==> config.mk <==
export PLATFORM = sky130hd
export DESIGN_NAME = dso_status_out
export DESIGN_NICKNAME = d
export VERILOG_FILES = /design/src/design/dso_pkg.sv /design/src/design/dso_status_out.sv /design/src/design/dso_arrival.sv
export SDC_FILE = /design/constraint.sdc
export NUM_CORES = 1
export LEC_CHECK = 0
export BUFFER_PORTS_ARGS = -buffer_cell sky130_fd_sc_hd__buf_4
export CELL_PAD_IN_SITES_DETAIL_PLACEMENT = 0
export CELL_PAD_IN_SITES_GLOBAL_PLACEMENT = 1
export CORE_ASPECT_RATIO = 1.75
export CORE_MARGIN = 4
export CORE_UTILIZATION = 45
export DETAILED_ROUTE_END_ITERATION = 8
export GPL_ROUTABILITY_DRIVEN = 1
export GPL_TIMING_DRIVEN = 0
export PLACE_DENSITY_LB_ADDON = 0.05
export SETUP_SLACK_MARGIN = 0.4
export SLEW_MARGIN = 20
export SYNTH_ARGS = -nofsm -noshare
export SYNTH_HDL_FRONTEND = slang
export SYNTH_SLANG_ARGS = --single-unit
==> constraint.sdc <==
create_clock -name i_clk -period 6.6 [get_ports i_clk]
set_input_delay 0.33 -clock i_clk [delete_from_list [all_inputs] [get_ports i_clk]]
set_output_delay 0.33 -clock i_clk [all_outputs]
set_load 0.1 [all_outputs]
==> src/design/dso_pkg.sv <==
package dso_pkg;
   // Data widths.
   localparam int FREQ_W = 16;
   localparam int HOURS_W = 24;
   localparam int FUNC_W = 6;
   localparam int NUM_TERM = 5;
   localparam int ADDR_W = 6;
   localparam int DATA_W = 32;
   localparam int LVL_N = 5;
   localparam int LIMIT_W = 16;

   // Register byte offsets.
   localparam logic [5:0] OFS_CTRL = 6'h00;
   localparam logic [5:0] OFS_TERM_FUNC = 6'h04;
   localparam logic [5:0] OFS_RELAY_FUNC = 6'h08;
   localparam logic [5:0] OFS_LVL0 = 6'h0C;
   localparam logic [5:0] OFS_HOURS = 6'h20;
   localparam logic [5:0] OFS_STATUS = 6'h24;
   localparam int LVL_STRIDE = 4;

   // Level table slots, frequencies in 0.01 Hz units.
   localparam int LVL_ACC1 = 0;
   localparam int LVL_DEC1 = 1;
   localparam int LVL_ACC2 = 2;
   localparam int LVL_DEC2 = 3;
   localparam int LVL_ZS = 4;

   // Field positions.
   localparam int CTRL_SENSOR_BIT = 2;
   localparam int HRS_UNIT_BIT = 16;

   // Reset values.
   localparam logic [1:0] POL_RST = 2'h1;
   localparam logic [FUNC_W-1:0] RELAY_FUNC_RST = 6'h05;
   localparam logic [29:0] TERM_FUNC_RST = 30'h0000_0000;

   // Relay polarity codes.
   localparam logic [1:0] POL_FIRST_ON_ERROR = 2'h0;

   // Output function codes.
   localparam logic [FUNC_W-1:0] FN_RUN = 6'h00;
   localparam logic [FUNC_W-1:0] FN_CONST_SPEED = 6'h01;
   localparam logic [FUNC_W-1:0] FN_OVER1 = 6'h02;
   localparam logic [FUNC_W-1:0] FN_ALARM = 6'h05;
   localparam logic [FUNC_W-1:0] FN_REACH1 = 6'h06;
   localparam logic [FUNC_W-1:0] FN_RUN_HOURS = 6'h0B;
   localparam logic [FUNC_W-1:0] FN_POWER_HOURS = 6'h0C;
   localparam logic [FUNC_W-1:0] FN_ZERO_SPEED = 6'h15;
   localparam logic [FUNC_W-1:0] FN_OVER2 = 6'h18;
   localparam logic [FUNC_W-1:0] FN_REACH2 = 6'h19;

   // Indication vector and status bit positions.
   localparam int ST_RUN = 0;
   localparam int ST_FA1 = 1;
   localparam int ST_RNT = 6;
   localparam int ST_ONT = 7;
   localparam int ST_ZS = 8;
   localparam int ST_ERR = 9;
   localparam int IND_W = 10;
   localparam int ST_TERM = 10;
   localparam int ST_RELAY = 15;
   localparam int ST_ACCEL = 16;

   // Arrival comparison modes.
   localparam logic [1:0] MODE_BELOW = 2'h0;
   localparam logic [1:0] MODE_REACH_ACC = 2'h1;
   localparam logic [1:0] MODE_REACH_DEC = 2'h2;

   // Hysteresis and hour scaling.
   localparam int FON_PCT = 1;
   localparam int FOFF_PCT = 2;
   localparam int PCT_DIV = 100;
   localparam int HRS_UNIT_FINE = 10;
   localparam int HRS_UNIT_COARSE = 100;
endpackage

==> src/design/dso_status_out.sv <==
`timescale 1ns/1ps
// Behaviour
// - Relay polarity setting swaps contact pairs
// - Running indication includes DC braking
// - Each output has own function selector
// - Arrival on within 1%, off 2% below
// - Accel reach: on -1%, off +2%
// - Decel reach: on +1%, off -2%
// - Zero arrival level disables that output
// - Constant speed arrival follows active command
// - Overreach asserts above selected level pair
// - Reach asserts only at selected level
// - Run hours above limit warn
// - Power hours above limit warn
// - Limit zero disables; 10h or 100h units
// - Zero speed below programmable level
// - Sensor vector mode compares motor speed for zero speed only
module dso_status_out #(
   parameter int FREQ_W = dso_pkg::FREQ_W,
   parameter int HOURS_W = dso_pkg::HOURS_W
) (
   // Clock and reset.
   input wire logic i_clk,
   input wire logic i_arst_n,
   // Avalon-MM slave.
   input wire logic [dso_pkg::ADDR_W-1:0] i_avs_address,
   input wire logic i_avs_read,
   input wire logic i_avs_write,
   input wire logic [dso_pkg::DATA_W-1:0] i_avs_writedata,
   input wire logic [3:0] i_avs_byteenable,
   output logic [dso_pkg::DATA_W-1:0] o_avs_readdata,
   output logic o_avs_waitrequest,
   // Drive state, frequencies in 0.01 Hz units.
   input wire logic [FREQ_W-1:0] i_out_freq,
   input wire logic [FREQ_W-1:0] i_freq_command,
   input wire logic [FREQ_W-1:0] i_max_freq,
   input wire logic [FREQ_W-1:0] i_motor_speed,
   input wire logic i_running,
   input wire logic i_dc_braking,
   input wire logic i_error,
   input wire logic [HOURS_W-1:0] i_cumulative_run_hours,
   input wire logic [HOURS_W-1:0] i_cumulative_power_hours,
   // Output terminals and alarm relay.
   output logic [dso_pkg::NUM_TERM-1:0] o_term,
   output logic o_relay_contact_first_closed,
   output logic o_relay_contact_second_closed
);
   localparam int FW = dso_pkg::FUNC_W;
   localparam int NT = dso_pkg::NUM_TERM;

   // Percent of maximum frequency, used for both hysteresis margins.
   function automatic logic [FREQ_W-1:0] pct_of(input logic [FREQ_W-1:0] fmax,
                                               input int unsigned pct);
      logic [31:0] prod;
      prod = 32'(fmax) * 32'(pct);
      return FREQ_W'(prod / 32'(dso_pkg::PCT_DIV));
   endfunction

   // Byte-lane merge for register writes.
   function automatic logic [31:0] wmerge(input logic [31:0] old, input logic [31:0] wd,
                                          input logic [3:0] be);
      logic [31:0] res;
      res = old;
      for (int b = 0; b < 4; b++) begin
         if (be[b]) begin
            res[b*8 +: 8] = wd[b*8 +: 8];
         end
      end
      return res;
   endfunction

   // Picks one indication by function code; unknown codes drive off.
   function automatic logic fsel(input logic [FW-1:0] code,
                                 input logic [dso_pkg::IND_W-1:0] ind);
      logic r;
      r = 1'b0;
      case (code)
         dso_pkg::FN_RUN: r = ind[dso_pkg::ST_RUN];
         dso_pkg::FN_CONST_SPEED: r = ind[dso_pkg::ST_FA1];
         dso_pkg::FN_OVER1: r = ind[dso_pkg::ST_FA1 + 1];
         dso_pkg::FN_ALARM: r = ind[dso_pkg::ST_ERR];
         dso_pkg::FN_REACH1: r = ind[dso_pkg::ST_FA1 + 2];
         dso_pkg::FN_OVER2: r = ind[dso_pkg::ST_FA1 + 3];
         dso_pkg::FN_REACH2: r = ind[dso_pkg::ST_FA1 + 4];
         dso_pkg::FN_RUN_HOURS: r = ind[dso_pkg::ST_RNT];
         dso_pkg::FN_POWER_HOURS: r = ind[dso_pkg::ST_ONT];
         dso_pkg::FN_ZERO_SPEED: r = ind[dso_pkg::ST_ZS];
         default: r = 1'b0;
      endcase
      return r;
   endfunction

   // Configuration registers.
   logic [1:0] pol_ff;
   logic [1:0] nxt_pol;
   logic sensor_ff;
   logic nxt_sensor;
   logic [NT*FW-1:0] term_func_ff;
   logic [NT*FW-1:0] nxt_term_func;
   logic [FW-1:0] relay_func_ff;
   logic [FW-1:0] nxt_relay_func;
   logic [FREQ_W-1:0] lvl_ff [dso_pkg::LVL_N];
   logic [FREQ_W-1:0] nxt_lvl [dso_pkg::LVL_N];
   logic [dso_pkg::LIMIT_W-1:0] hrs_lim_ff;
   logic [dso_pkg::LIMIT_W-1:0] nxt_hrs_lim;
   logic hrs_unit_ff;
   logic nxt_hrs_unit;
   // Bus handshake.
   logic ack_ff;
   logic nxt_ack;
   logic [31:0] rdata_ff;
   logic [31:0] nxt_rdata;
   logic wr_take;
   // Indications.
   logic run_ff;
   logic nxt_run;
   logic rnt_ff;
   logic nxt_rnt;
   logic ont_ff;
   logic nxt_ont;
   logic zs_ff;
   logic nxt_zs;
   logic accel_ff;
   logic nxt_accel;
   logic [NT-1:0] term_ff;
   logic [NT-1:0] nxt_term;
   logic relay_first_ff;
   logic nxt_relay_first;
   logic relay_second_ff;
   logic nxt_relay_second;
   logic [4:0] fa;
   logic [dso_pkg::IND_W-1:0] ind;
   logic [31:0] status;
   logic [FREQ_W-1:0] fon;
   logic [FREQ_W-1:0] foff;
   logic [FREQ_W-1:0] mon_freq;
   logic [HOURS_W-1:0] hrs_thr;
   logic relay_sel;

   // One wait state per access: the request is taken on the second edge.
   always_comb begin
      nxt_ack = (i_avs_read || i_avs_write) && !ack_ff;
      o_avs_waitrequest = (i_avs_read || i_avs_write) && !ack_ff;
      wr_take = i_avs_write && ack_ff;
   end

   // Register writes and read data; unmapped addresses read zero and ignore writes.
   always_comb begin
      logic [31:0] m;
      m = 32'h0000_0000;
      nxt_pol = pol_ff;
      nxt_sensor = sensor_ff;
      nxt_term_func = term_func_ff;
      nxt_relay_func = relay_func_ff;
      nxt_lvl = lvl_ff;
      nxt_hrs_lim = hrs_lim_ff;
      nxt_hrs_unit = hrs_unit_ff;
      nxt_rdata = 32'h0000_0000;
      case (i_avs_address)
         dso_pkg::OFS_CTRL: nxt_rdata = {29'h0, sensor_ff, pol_ff};
         dso_pkg::OFS_TERM_FUNC: nxt_rdata = {2'h0, term_func_ff};
         dso_pkg::OFS_RELAY_FUNC: nxt_rdata = {26'h0, relay_func_ff};
         dso_pkg::OFS_HOURS: nxt_rdata = {15'h0, hrs_unit_ff, hrs_lim_ff};
         dso_pkg::OFS_STATUS: nxt_rdata = status;
         default: nxt_rdata = 32'h0000_0000;
      endcase
      for (int k = 0; k < dso_pkg::LVL_N; k++) begin
         if (i_avs_address == 6'(dso_pkg::OFS_LVL0 + dso_pkg::LVL_STRIDE * k)) begin
            nxt_rdata = {16'h0, lvl_ff[k]};
         end
      end
      if (wr_take) begin
         case (i_avs_address)
            dso_pkg::OFS_CTRL: begin
               m = wmerge({29'h0, sensor_ff, pol_ff}, i_avs_writedata, i_avs_byteenable);
               nxt_pol = m[1:0];
               nxt_sensor = m[dso_pkg::CTRL_SENSOR_BIT];
            end
            dso_pkg::OFS_TERM_FUNC: begin
               m = wmerge({2'h0, term_func_ff}, i_avs_writedata, i_avs_byteenable);
               nxt_term_func = m[NT*FW-1:0];
            end
            dso_pkg::OFS_RELAY_FUNC: begin
               m = wmerge({26'h0, relay_func_ff}, i_avs_writedata, i_avs_byteenable);
               nxt_relay_func = m[FW-1:0];
            end
            dso_pkg::OFS_HOURS: begin
               m = wmerge({15'h0, hrs_unit_ff, hrs_lim_ff}, i_avs_writedata,
                          i_avs_byteenable);
               nxt_hrs_lim = m[dso_pkg::LIMIT_W-1:0];
               nxt_hrs_unit = m[dso_pkg::HRS_UNIT_BIT];
            end
            default: m = 32'h0000_0000;
         endcase
         for (int k = 0; k < dso_pkg::LVL_N; k++) begin
            if (i_avs_address == 6'(dso_pkg::OFS_LVL0 + dso_pkg::LVL_STRIDE * k)) begin
               nxt_lvl[k] = FREQ_W'(wmerge({16'h0, lvl_ff[k]}, i_avs_writedata,
                                           i_avs_byteenable));
            end
         end
      end
   end

   // Bus and configuration registers.
   always_ff @(posedge i_clk or negedge i_arst_n) begin
      if (!i_arst_n) begin
         ack_ff <= 1'b0;
         rdata_ff <= 32'h0000_0000;
         pol_ff <= dso_pkg::POL_RST;
         sensor_ff <= 1'b0;
         term_func_ff <= dso_pkg::TERM_FUNC_RST;
         relay_func_ff <= dso_pkg::RELAY_FUNC_RST;
         for (int k = 0; k < dso_pkg::LVL_N; k++) begin
            lvl_ff[k] <= 16'h0000;
         end
         hrs_lim_ff <= 16'h0000;
         hrs_unit_ff <= 1'b0;
      end else begin
         ack_ff <= nxt_ack;
         rdata_ff <= nxt_rdata;
         pol_ff <= nxt_pol;
         sensor_ff <= nxt_sensor;
         term_func_ff <= nxt_term_func;
         relay_func_ff <= nxt_relay_func;
         lvl_ff <= nxt_lvl;
         hrs_lim_ff <= nxt_hrs_lim;
         hrs_unit_ff <= nxt_hrs_unit;
      end
   end

   assign o_avs_readdata = rdata_ff;

   // Margins track maximum frequency so a new maximum applies at once.
   always_comb begin
      fon = pct_of(i_max_freq, dso_pkg::FON_PCT);
      foff = pct_of(i_max_freq, dso_pkg::FOFF_PCT);
   end

   // Five arrival detectors: constant speed, then overreach and reach per level pair.
   for (genvar g = 0; g < 5; g++) begin : g_arr
      logic [FREQ_W-1:0] tgt;
      logic [1:0] mode;
      logic en;
      localparam int ACC = (g < 3) ? dso_pkg::LVL_ACC1 : dso_pkg::LVL_ACC2;
      localparam int DEC = (g < 3) ? dso_pkg::LVL_DEC1 : dso_pkg::LVL_DEC2;
      always_comb begin
         if (g == 0) begin
            tgt = i_freq_command;
            mode = dso_pkg::MODE_BELOW;
            en = 1'b1;
         end else begin
            tgt = accel_ff ? lvl_ff[ACC] : lvl_ff[DEC];
            mode = (g % 2 == 1) ? dso_pkg::MODE_BELOW :
                   (accel_ff ? dso_pkg::MODE_REACH_ACC : dso_pkg::MODE_REACH_DEC);
            en = (tgt != 16'h0000);
         end
      end
      dso_arrival #(.W(FREQ_W)) u_arr (
         .i_clk(i_clk),
         .i_arst_n(i_arst_n),
         .i_freq(i_out_freq),
         .i_target(tgt),
         .i_fon(fon),
         .i_foff(foff),
         .i_mode(mode),
         .i_enable(en),
         .o_flag(fa[g])
      );
   end

   // Hour limit scaled by its unit; the largest coarse value fits in 23 bits.
   always_comb begin
      hrs_thr = hrs_unit_ff ?
                HOURS_W'(32'(hrs_lim_ff) * 32'(dso_pkg::HRS_UNIT_COARSE)) :
                HOURS_W'(32'(hrs_lim_ff) * 32'(dso_pkg::HRS_UNIT_FINE));
      mon_freq = sensor_ff ? i_motor_speed : i_out_freq;
   end

   // Indication next values; direction holds while output equals command.
   always_comb begin
      nxt_run = i_running || i_dc_braking;
      nxt_rnt = (hrs_lim_ff != 16'h0000) && (i_cumulative_run_hours > hrs_thr);
      nxt_ont = (hrs_lim_ff != 16'h0000) && (i_cumulative_power_hours > hrs_thr);
      nxt_zs = mon_freq < lvl_ff[dso_pkg::LVL_ZS];
      nxt_accel = accel_ff;
      if (i_out_freq < i_freq_command) begin
         nxt_accel = 1'b1;
      end else if (i_out_freq > i_freq_command) begin
         nxt_accel = 1'b0;
      end
   end

   // Gather the indications; the alarm input goes straight through.
   always_comb begin
      ind = {i_error, zs_ff, ont_ff, rnt_ff, fa, run_ff};
      status = {15'h0, accel_ff, relay_first_ff, term_ff, ind};
   end

   always_comb begin
      for (int t = 0; t < NT; t++) begin
         nxt_term[t] = fsel(term_func_ff[t*FW +: FW], ind);
      end
      relay_sel = fsel(relay_func_ff, ind);
      nxt_relay_first = (pol_ff == dso_pkg::POL_FIRST_ON_ERROR) ? relay_sel : !relay_sel;
      nxt_relay_second = !nxt_relay_first;
   end

   always_ff @(posedge i_clk or negedge i_arst_n) begin
      if (!i_arst_n) begin
         run_ff <= 1'b0;
         rnt_ff <= 1'b0;
         ont_ff <= 1'b0;
         zs_ff <= 1'b0;
         accel_ff <= 1'b1;
         term_ff <= 5'h00;
         relay_first_ff <= 1'b0;
         relay_second_ff <= 1'b1;
      end else begin
         run_ff <= nxt_run;
         rnt_ff <= nxt_rnt;
         ont_ff <= nxt_ont;
         zs_ff <= nxt_zs;
         accel_ff <= nxt_accel;
         term_ff <= nxt_term;
         relay_first_ff <= nxt_relay_first;
         relay_second_ff <= nxt_relay_second;
      end
   end

   assign o_term = term_ff;
   assign o_relay_contact_first_closed = relay_first_ff;
   assign o_relay_contact_second_closed = relay_second_ff;
endmodule

==> src/design/dso_arrival.sv <==
`timescale 1ns/1ps
module dso_arrival #(
   parameter int W = dso_pkg::FREQ_W
) (
   // Clock and reset.
   input wire logic i_clk,
   input wire logic i_arst_n,
   // Comparison inputs.
   input wire logic [W-1:0] i_freq,
   input wire logic [W-1:0] i_target,
   input wire logic [W-1:0] i_fon,
   input wire logic [W-1:0] i_foff,
   input wire logic [1:0] i_mode,
   input wire logic i_enable,
   // Arrival flag.
   output logic o_flag
);
   logic flag_ff;
   logic nxt_flag;
   logic [W:0] f_on;
   logic [W:0] f_off;
   logic [W:0] t_on;
   logic [W:0] t_off;
   logic [W:0] tgt;

   // Compare with sums so that no threshold ever goes below zero.
   always_comb begin
      f_on = {1'b0, i_freq} + {1'b0, i_fon};
      f_off = {1'b0, i_freq} + {1'b0, i_foff};
      t_on = {1'b0, i_target} + {1'b0, i_fon};
      t_off = {1'b0, i_target} + {1'b0, i_foff};
      tgt = {1'b0, i_target};
      nxt_flag = flag_ff;
      if (!i_enable) begin
         nxt_flag = 1'b0;
      end else begin
         unique case (i_mode)
            dso_pkg::MODE_BELOW: begin
               if (f_on >= tgt) begin
                  nxt_flag = 1'b1;
               end else if (f_off < tgt) begin
                  nxt_flag = 1'b0;
               end
            end
            dso_pkg::MODE_REACH_ACC: begin
               if ({1'b0, i_freq} > t_off) begin
                  nxt_flag = 1'b0;
               end else if (f_on >= tgt) begin
                  nxt_flag = 1'b1;
               end
            end
            dso_pkg::MODE_REACH_DEC: begin
               if (f_off < tgt) begin
                  nxt_flag = 1'b0;
               end else if ({1'b0, i_freq} <= t_on) begin
                  nxt_flag = 1'b1;
               end
            end
            default: nxt_flag = 1'b0;
         endcase
      end
   end

   // Flag register.
   always_ff @(posedge i_clk or negedge i_arst_n) begin
      if (!i_arst_n) begin
         flag_ff <= 1'b0;
      end else begin
         flag_ff <= nxt_flag;
      end
   end

   assign o_flag = flag_ff;
endmodule

==> results of run 1 <==
registers in the layout (all words and copies together), names as in the netlist, 2 cells and up:
name,flops
lvl_ff,80
o_term,5
hrs_lim_ff,16
term_func_ff,30
g_arr.u_arr.o_flag,5
relay_func_ff,6
pol_ff,2
o_avs_readdata,30
through the flow:
step	instance area, um^2	setup slack, ps
3_5_place_dp	25380	-5992
3_3_place_gp	25280	-5802
6_report	28020	-4174
2_1_floorplan	23000	-3505
4_1_cts	27280	-4046
5_1_grt	28020	-4584
cell type report:
cell class                 count  area share
timing repair buffer         287     0.08032
multi-input combinational   2121      0.6608
inverter                     215     0.02902
buffer                        86     0.01456
clock inverter                12    0.004777
sequential                   184      0.1648
antenna                        1  0.00008930
clock buffer                  20     0.01594
tap                          666     0.02974
cell families after synthesis:
| group | share of synthesized area |
|---|---|
| compound gates | 0.1909 |
| xor+xnor | 0.05449 |
| fa+ha+maj | 0.2313 |
| buf+inv | 0.05142 |
| flops | 0.2020 |
| mux | 0.1136 |
| other cells | 0.0001643 |
| simple gates | 0.1562 |
worst max-delay path, delay by kind of cell:
family	cells	cell delay [ps]
buffers and inverters	7	810
multiplexers	2	690
AO/OA/AOI/OAI	27	5220
adder cells (fa/ha/maj)	4	1200
AND/OR/NAND/NOR	18	2870
timing repair:
item | 4_1_cts | 5_1_grt
gates cloned | 0 | 1
setup endpoints to repair | 7 | 7
buffers inserted | 62 | 29
resized for setup | 172 | 97
endpoints found under the hold margin | 92 | 0
hold buffers | 1 | 0
pin swaps | 103 | 102
report_power, final:
| group | switching (W) | internal, W |
|---|---|---|
| combinational | 0.00562 | 0.00439 |
| clock | 0.000488 | 0.000544 |
| sequential | 0.000109 | 0.00120 |
| total | 0.00622 | 0.00613 |
final timing paths:
kind                                                   from                                      end  slack (ps)  depth (start not counted)
worst min register to register  term_func_ff[5]$_DFFE_PN0P_                      o_term[0]$_DFF_PN0_         470                          1
worst max register to register         accel_ff$_DFFE_PN1P_        g_arr[2].u_arr.o_flag$_DFFE_PN0P_       -1240                         24
max in group asynchronous                          i_arst_n  o_relay_contact_second_closed$_DFF_PN1_        5220                          4
worst min-delay path                              i_running                         run_ff$_DFF_PN0_          80                          2
min in group asynchronous                          i_arst_n             o_avs_readdata[11]$_DFF_PN0_         450                          3
worst max-delay path                         i_max_freq[11]        g_arr[2].u_arr.o_flag$_DFFE_PN0P_       -4170                         58
cell usage after synthesis, types with 17 or more instances:
cell / instances
nand2_1: 117
clkbuf_1: 62
and3_1: 22
nand2b_1: 64
dfrtp_1: 179
nor2_1: 137
nor3_1: 47
a211oi_1: 19
inv_1: 211
xnor2_1: 98
nand3_1: 34
o21ai_0: 159
fa_1: 18
mux2_2: 146
xor2_1: 39
mux2i_1: 83
a31oi_1: 24
and2_1: 18
a22oi_1: 24
nand4_1: 66
a21oi_1: 190
a21o_1: 51
o21a_1: 24
nand3b_1: 18
nor4_1: 17
ha_1: 384
nor2b_1: 70
o21bai_1: 34
per-layer routing:
layer,vias to the layer above,wire (um),share of wire,track usage
li1,10160,-,-,-
met1,10390,26550,0.32,0.2607
met2,660,46900,0.56,0.5954
met3,298,2624,0.031,0.02220
met4,0,8075,0.096,0.2385
met5,-,0,0,0
cells in the final DEF (no fill, tap or decap), types with 10 or more instances in the layout:
master     instances
xnor2_2           14
a222oi_1          10
nor3_1            40
o21ai_2           18
ha_1             371
buf_6             10
a21o_1            49
a22oi_1           22
nand4_1           66
a211oi_1          11
xnor2_1           82
nand2_1          115
xor2_1            29
mux2i_1           68
o21bai_1          29
o21a_1            21
inv_1            205
and3_1            21
nor2_1           132
dfrtp_1          174
a31oi_1           19
buf_4            279
nand3_1           32
and2_1            16
nand3b_1          18
o21ai_0          114
fa_1              15
nor2b_1           70
nor4_1            10
mux2_2           143
o211ai_1          12
o21ai_1           30
a21oi_2           55
o22ai_1           12
nand2b_1          63
clkbuf_16         17
a21oi_1          128
ha_4              11
clkbuf_1          63
==> key figures, run 1 <==
Drt
  • Vias: approximately 22000
  • Iteration-0 DRC Markers: 838
  • Final ANT Viol Nets: 0
  • Drt wl/cell: approximately 23 um
  • Final WL: 84150 um
  • DRT Pass-1 Iters: 5
  • DRC: 0
  • Vias per std cell: 5.990

Yosys
  • Synth cell types: around 110
  • Async S/R FF share, synth: 1.000
  • Synth top area share: 0.2105
  • Synth area leader: ha_1
  • #FFs+latches synth: 184
  • Synth area leaders: ha_1 (21%), dfrtp_1 (20%), mux2_2 (7.2%)
  • Syn Inst Count: ~2600
  • Sequential area share after synthesis: 0.2020
  • Top_reg_cell synth: dfrtp_1
  • Avg Cell Area, Syn: approximately 9 um^2
  • Post-synth EDFFs: 0
  • Mapped Area: 22830 um^2
  • Syn. warnings: 0

Clocking
  • Root buffer cell: clkbuf_16
  • TritonCTS clock tree: built
  • Max clock buf depth: 2
  • Clock latency on the worst-skew pair: approximately 460 ps
  • CTS Buf Count: 17
  • Clock slew at reported path FFs: about 80 ps
  • Clk sinks: about 180
  • CTS H-Tree Depth: 4

Run status
  • Status: finished, violations left
  • Failing checks: negative setup slack

Cells and area
  • Register area: 4617 um^2
  • Fill count: around 4700
  • Area Overhead vs Synth: 22.77%
  • Non-filler instance count after layout: ~3600
  • Multi-input combinational cell area: 18520 um^2
  • Finished Core Util: 0.5568
  • Nets: 3475
  • Layout cells sized above 1: 0.2561

Placement
  • Dpl cells: 3466
  • Final GP Congestion: 0.9225
  • Port Buf Inserts: ~190
  • HPWL Detailed: ~68000 um

Global routing
  • GRT Total Usage: 0.2975
  • Pin count of the biggest net entering global routing: 94
  • Total grt overflow: 0
  • Number of global-route vias before repair: 22380
  • Initial antenna violation count: 1
  • First-pass GRT wire length: 124700 um

STA
  • Tmin final: approximately 11000 ps
  • Layout Skew: 15.99 ps
  • Final TNS setup: -20230 ps
  • Setup violators final: 5
  • Final hold violations: 0
  • RSZ-0062 raised after global routing: true
  • Final Hold Slack: a little under 80 ps
  • Slew Limit Fails: 0
  • Achievable clock frequency: about 93 MHz
  • Least-Margin Pin Slew: between 1000 and 1500 ps
  • Final WS setup: -4174 ps
  • Relative slew slack: 0.2190
  • Fin crit share: 1.632

Floorplan
  • CORE AREA: 50320 um^2
  • Num rows: around 110
  • Starting Density: 0.4536
  • Die Height: slightly above 300 um
  • IO Count: around 200
  • DIE AREA: 54530 um^2
  • Die X: 178.3 um

Setup path
  • Crit-path slowest cell: fa_2
  • Critical Path Most Common Cell: nor2b_1
  • Kind of critical path: input port to flop
  • CP max FO: 8
  • Critical Path AT: approximately 11000 ps
  • Required @ worst endpoint: about 7000 ps
  • CP Launch Type: input port
  • Critical path's largest stage delay: 530 ps
  • CP Capture Type: flop

Power
  • Tot Pwr: 0.01235 W
  • Cell leakage power: about 13 nW
  • IR drop worst, VDD: 0.0007674 V
  • Pwr dens: ~440 nW/um^2

Worst hold path
  • Worst hold path type: input port to flop

Job
  • Max Cap Violations: 0
(Power assumes the default switching activity.)
==> run 2, diff against run 1 <==
Settings changed: ABC_AREA from default to 1.
==> key figures, run 2 <==
Run status
  • Status: finished, violations left
  • Failing checks: negative setup slack

STA
  • Final Hold Slack: 76.98 ps (-1.442 ps)
  • Relative slew slack: 0.2447 (+0.02576)
  • Slew Limit Fails: 0 (unchanged)
  • Final WS setup: -2515 ps (+1658 ps)
  • Tmin final: 9115 ps (-1658 ps)
  • Least-Margin Pin Slew: 1121 ps (-17.90 ps)
  • Final hold violations: 0 (unchanged)
  • RSZ-0062 raised after global routing: true
  • Layout Skew: 11.09 ps (-4.901 ps)
  • Achievable clock frequency: 109.7 MHz (+18%)
  • Fin crit share: 1.381 (-0.2513)
  • Setup violators final: 5 (unchanged)

Yosys
  • Synth top area share: 0.2126 (+0.002098)
  • Synth cell types: 70 (-36%)
  • Async S/R FF share, synth: 1.000 (unchanged)
  • Synth area leaders: ha_1 (21%), dfrtp_1 (20%), nand2_1 (10%)
  • Sequential area share after synthesis: 0.2040 (+0.002013)
  • Post-synth EDFFs: 0 (unchanged)
  • Mapped Area: 22600 um^2 (-0.99%)
  • Dominant cell by count in the synthesized netlist: nand2_1
  • Top_reg_cell synth: dfrtp_1
  • Syn. warnings: 0 (unchanged)
  • Most frequent cells after synthesis: nand2_1 (611), inv_1 (443), ha_1 (384)
  • Synth area leader: ha_1
  • Avg Cell Area, Syn: 7.195 um^2 (-18%)
  • Syn Inst Count: 3141 (+21%)
  • #FFs+latches synth: 184 (unchanged)

Floorplan
  • IO Count: 201 (unchanged)
  • DIE AREA: 54010 um^2 (-0.95%)
  • Die X: 177.4 um (-0.47%)
  • Die Height: 304.5 um (-0.48%)
  • Starting Density: 0.4557 (+0.002153)
  • CORE AREA: 49590 um^2 (-1.5%)
  • Num rows: 108 (-0.92%)

Cells and area
  • Most frequent cells in the layout: nand2_1 (560), inv_1 (429), ha_1 (367), buf_4 (302), o21ai_0 (227)
  • Largest Register: lvl_ff
  • Max reg flops: 80 (unchanged)
  • Area Overhead vs Synth: 23.97%
  • Nets: 4043 (+16%)
  • Layout cells sized above 1: 0.2236 (-0.03248)
  • Commonest non-fill, non-tap cell in the layout: nand2_1
  • Diode count: 0 (-1)

Drt
  • Vias per std cell: 5.653 (-5.6%)
  • Vias: 23480 (+9.1%)
  • Iteration-0 DRC Markers: 1239 (+48%)
  • DRT Pass-1 Iters: 8 (+3)
  • DRC: 0 (unchanged)
  • Final ANT Viol Nets: 0 (unchanged)
  • Final WL: 90030 um (+7.0%)
  • Drt wl/cell: 21.68 um (-7.5%)

Global routing
  • Total grt overflow: 0 (unchanged)
  • GRT Total Usage: 0.3266 (+0.02915)
  • Number of global-route vias before repair: 24380 (+8.9%)
  • Pin count of the biggest net entering global routing: 100 (+6.4%)
  • First-pass GRT wire length: 134600 um (+7.9%)
  • Initial antenna violation count: 5 (+4)

Setup path
  • Critical Path Most Common Cell: nand2_4
  • CP bufs+invs: 7 (unchanged)
  • CP max FO: 7 (-1)
  • Crit-path slowest cell: fa_2
  • Critical Path AT: 9450 ps (-1700 ps)
  • CP Launch Type: input port
  • Kind of critical path: input port to flop
  • Cell family with most CP delay: simple AND/OR/NAND/NOR gates
  • Required @ worst endpoint: 6930 ps (-50 ps)
  • Critical path's largest stage delay: 350 ps (-180 ps)
  • CP Capture Type: flop

Placement
  • Final GP Congestion: 1.014 (+9.9%)
  • HPWL Detailed: 73620 um (+7.5%)
  • Port Buf Inserts: 194 (+1.0%)

Clocking
  • Clock latency on the worst-skew pair: 450 ps (about the same)
  • CTS Buf Count: 17 (unchanged)
  • TritonCTS clock tree: built
  • CTS H-Tree Depth: 4 (unchanged)
  • Clock slew at reported path FFs: 70 ps (about the same)
  • Clk sinks: 184 (unchanged)
  • Max clock buf depth: 2 (unchanged)
  • Root buffer cell: clkbuf_16

Worst hold path
  • Worst hold path type: input port to flop

Job
  • Max Cap Violations: 0 (unchanged)
run 2: per-layer routing:
| metal | share of wire | vias up | track usage |
|---|---|---|---|
| met5 | 0.00038 | - | 0 |
| met4 | 0.13 | 8 | 0.3318 |
| met3 | 0.044 | 370 | 0.04936 |
| met2 | 0.53 | 738 | 0.6113 |
| met1 | 0.30 | 11050 | 0.2765 |
| li1 | - | 11310 | - |
run 2: cell type report:
type,instances,area (um^2)
Sequential cell,184,4617
Inverter,483,1848
Clock buffer,20,456.7
Clock inverter,12,117.6
Tap cell,660,825.8
Multi-Input combinational cell,2429,17470
Fill cell,4822,21570
Timing Repair Buffer,318,2495
Buffer,47,191.4
run 2: metrics by stage:
| step | area (um^2) | std cells | setup TNS, ps | setup slack, ps | utilization |
|---|---|---|---|---|---|
| floorplan | 22780 | 3142 | -7974 | -1700 | - |
| global placement | 25060 | 3996 | -20720 | -4297 | 0.5053 |
| detailed placement | 25150 | 4001 | -21090 | -4354 | 0.5072 |
| CTS | 27280 | 4119 | -11540 | -2508 | 0.5500 |
| global route | 28020 | 4153 | -14550 | -3050 | 0.5650 |
| finish | 28020 | 4153 | -11970 | -2515 | 0.5650 |
run 2: path summary, 6_finish.rpt:
path / slack, ps / cells past startpoint / startpoint / to
setup / recovery: -2520 / 75 / i_max_freq[12] / g_arr[4].u_arr.o_flag$_DFFE_PN0P_
setup reg to reg: -740 / 24 / accel_ff$_DFFE_PN1P_ / g_arr[2].u_arr.o_flag$_DFFE_PN0P_
hold reg to reg: 470 / 1 / ack_ff$_DFF_PN0_ / ack_ff$_DFF_PN0_
min in group asynchronous: 470 / 2 / i_arst_n / hrs_lim_ff[14]$_DFFE_PN0P_
hold / removal: 80 / 2 / i_running / run_ff$_DFF_PN0_
max in group asynchronous: 5130 / 3 / i_arst_n / pol_ff[0]$_DFFE_PN1P_
run 2: logic make-up after synthesis:
logic type | Yosys count | synth area share
muxes | 15 | 0.007474
adders and majority gates | 402 | 0.2285
other | 1 | 0.0001659
and+or+nand+nor | 1242 | 0.2588
xor gates and xnor gates | 104 | 0.04097
buffers and inverters | 530 | 0.08941
DFF | 184 | 0.2040
AOI/OAI and AO/OA | 663 | 0.1706
run 2: what timing repair did:
item                                    CTS  global route
endpoints found under the hold margin    85             0
hold buffers                              1             0
pin swaps                               104           138
cloned                                    1             0
endpoints found under the setup margin    7             7
setup buffers                            84            34
gates resized for setup                 190           124
Power of run 2 is not shown: default switching activity piles up to over one toggle a cycle in this logic, so the estimate is an artifact.
==> run 3, diff against run 2 <==
Settings changed: CELL_PAD_IN_SITES_DETAIL_PLACEMENT 0 to 1, CELL_PAD_IN_SITES_GLOBAL_PLACEMENT 1 to 2, CORE_UTILIZATION 45 to 36.
==> key figures, run 3 (same netlist as run 2, synthesis figures left out) <==
Setup path
  • CP Launch Type: input port
  • Crit-path slowest cell: fa_2
  • Critical path's largest stage delay: 360 ps (about the same)
  • Critical Path AT: 9710 ps (+260 ps)
  • Critical Path Most Common Cell: nand2_4
  • Kind of critical path: input port to flop
  • CP max FO: 7 (unchanged)
  • Cell family with most CP delay: simple AND/OR/NAND/NOR gates
  • CP bufs+invs: 14 (+7)
  • CP Capture Type: flop
  • Required @ worst endpoint: 6980 ps (+50 ps)

Clocking
  • Clock latency on the worst-skew pair: 510 ps (+60 ps)
  • CTS H-Tree Depth: 4 (unchanged)
  • Clock slew at reported path FFs: 60 ps (about the same)
  • TritonCTS clock tree: built
  • Root buffer cell: clkbuf_16
  • Max clock buf depth: 3 (+1)
  • CTS Buf Count: 25 (+8)
  • Clk sinks: 184 (unchanged)

Cells and area
  • Layout cells sized above 1: 0.2501 (+0.02648)
  • Register area: 4617 um^2 (unchanged)
  • Multi-input combinational cell area: 17780 um^2 (+1.8%)
  • Max reg flops: 80 (unchanged)
  • Diode count: 0 (unchanged)
  • Largest Register: lvl_ff
  • Most frequent cells in the layout: nand2_1 (550), inv_1 (429), ha_1 (359), buf_4 (340), o21ai_0 (225)
  • Nets: 4106 (+1.6%)
  • Commonest non-fill, non-tap cell in the layout: nand2_1
  • Area Overhead vs Synth: 29.02%
  • Finished Core Util: 0.4686 (-0.09634)
  • Fill count: 7735 (+60%)

Global routing
  • First-pass GRT wire length: 152700 um (+14%)
  • GRT Total Usage: 0.2979 (-0.02869)
  • Pin count of the biggest net entering global routing: 97 (-3.0%)
  • Number of global-route vias before repair: 26460 (+8.5%)
  • Initial antenna violation count: 0 (-5)
  • Total grt overflow: 0 (unchanged)

Drt
  • Vias per std cell: 5.505 (-2.6%)
  • Final WL: 103200 um (+15%)
  • Iteration-0 DRC Markers: 752 (-39%)
  • Final ANT Viol Nets: 0 (unchanged)
  • DRT Pass-1 Iters: 5 (-3)
  • Drt wl/cell: 23.75 um (+9.6%)
  • Vias: 23920 (+1.9%)
  • DRC: 0 (unchanged)

Placement
  • Placement Setup Slack: -5020 ps (-666.2 ps)
  • Port Buf Inserts: 194 (unchanged)
  • Final GP Congestion: 0.9564 (-5.7%)
  • HPWL Detailed: 84730 um (+15%)

STA
  • Final hold violations: 0 (unchanged)
  • Setup violators final: 5 (unchanged)
  • Slew Limit Fails: 0 (unchanged)
  • Layout Skew: 15.99 ps (+4.906 ps)
  • RSZ-0062 raised after global routing: true
  • Relative slew slack: 0.3097 (+0.06501)
  • Final TNS setup: -13040 ps (-1071 ps)
  • Fin crit share: 1.415 (+0.03355)
  • Tmin final: 9337 ps (+221.4 ps)
  • Least-Margin Pin Slew: 1032 ps (-89.48 ps)
  • Final Hold Slack: 22.33 ps (-54.65 ps)
  • Final WS setup: -2737 ps (-221.4 ps)
  • Achievable clock frequency: 107.1 MHz (-2.4%)

Floorplan
  • Die X: 197.4 um (+11%)
  • DIE AREA: 67010 um^2 (+24%)
  • Starting Density: 0.3632 (-0.09251)
  • Die Height: 339.5 um (+11%)
  • CORE AREA: 62220 um^2 (+25%)
  • Num rows: 121 (+12%)
  • IO Count: 201 (unchanged)

Worst hold path
  • Worst hold path type: input port to flop

Job
  • Max Cap Violations: 0 (unchanged)

Run status
  • Failing checks: negative setup slack
  • Status: finished, violations left
run 3: cell count changes in the layout (fill, tap and decap cells not counted), moves of 6 or more:
cell	previous run	this run
buf_6	14	27
ha_4	15	23
clkbuf_16	17	25
ha_1	367	359
nand2_2	69	77
nor2_2	18	25
a21oi_1	179	171
nand3_1	120	107
nand2_1	560	550
buf_4	302	340
nand3_2	22	31
a21oi_2	20	29
inv_6	6	0
run 3: area by class of cell:
type / count / area share
Sequential cell: 184 / 0.1583
Timing Repair Buffer: 374 / 0.1029
Tap cell: 799 / 0.03428
Clock inverter: 4 / 0.003261
Multi-Input combinational cell: 2428 / 0.6097
Inverter: 483 / 0.06316
Buffer: 47 / 0.006565
Clock buffer: 27 / 0.02171
run 3: through the flow:
step	instance area, um^2	instances
floorplan	22780	3142
global placement	25240	4135
detailed placement	25390	4144
CTS	28280	4301
global route	29160	4346
finish	29160	4346
run 3: worst paths after layout:
kind / from / end / slack, ps / cells past startpoint
max in group asynchronous: i_arst_n / relay_func_ff[2]$_DFFE_PN1P_ / 5130 / 3
hold / removal: i_running / run_ff$_DFF_PN0_ / 20 / 2
hold reg to reg: ack_ff$_DFF_PN0_ / ack_ff$_DFF_PN0_ / 470 / 1
min in group asynchronous: i_arst_n / lvl_ff[14]$_DFFE_PN0P_ / 460 / 2
setup reg to reg: accel_ff$_DFFE_PN1P_ / g_arr[2].u_arr.o_flag$_DFFE_PN0P_ / -1120 / 24
setup / recovery: i_max_freq[13] / g_arr[0].u_arr.o_flag$_DFFE_PN0P_ / -2740 / 75
run 3: layer usage:
metal | wire length, um | track usage | part of all wire | vias to the layer above
met4 | 11050 | 0.2538 | 0.11 | 0
met2 | 57270 | 0.5886 | 0.55 | 548
met1 | 32300 | 0.2581 | 0.31 | 11660
met5 | 0 | 0 | 0 | -
li1 | - | - | - | 11410
met3 | 2613 | 0.02830 | 0.025 | 306
run 3: worst register-to-register path, cell delays in order (launching register included):
cell      delay [ps]
dfstp_2          590
clkbuf_1         460
clkbuf_1         550
clkbuf_1         570
clkbuf_1         550
nand2_1          190
o21ai_1          480
inv_1            330
ha_1             370
a31oi_1          150
o21ai_1          380
nand2_1           90
nand2_1          100
a21oi_1          120
o21ai_1          410
nand2_1          100
a21oi_1          360
nand2_1          140
xor2_1           170
ha_1             270
nand2_1          100
or4_1            560
o41ai_2          270
o311ai_2         180
a21oi_2          170
run 3: repair_timing:
action / in CTS / in global routing
buffers inserted: 125 / 45
hold endpoints to repair: 88 / 0
hold buffers: 1 / 0
endpoints found under the setup margin: 7 / 7
pin swaps: 151 / 114
resized for setup: 275 / 101
Power of run 3 is left out for the same reason.
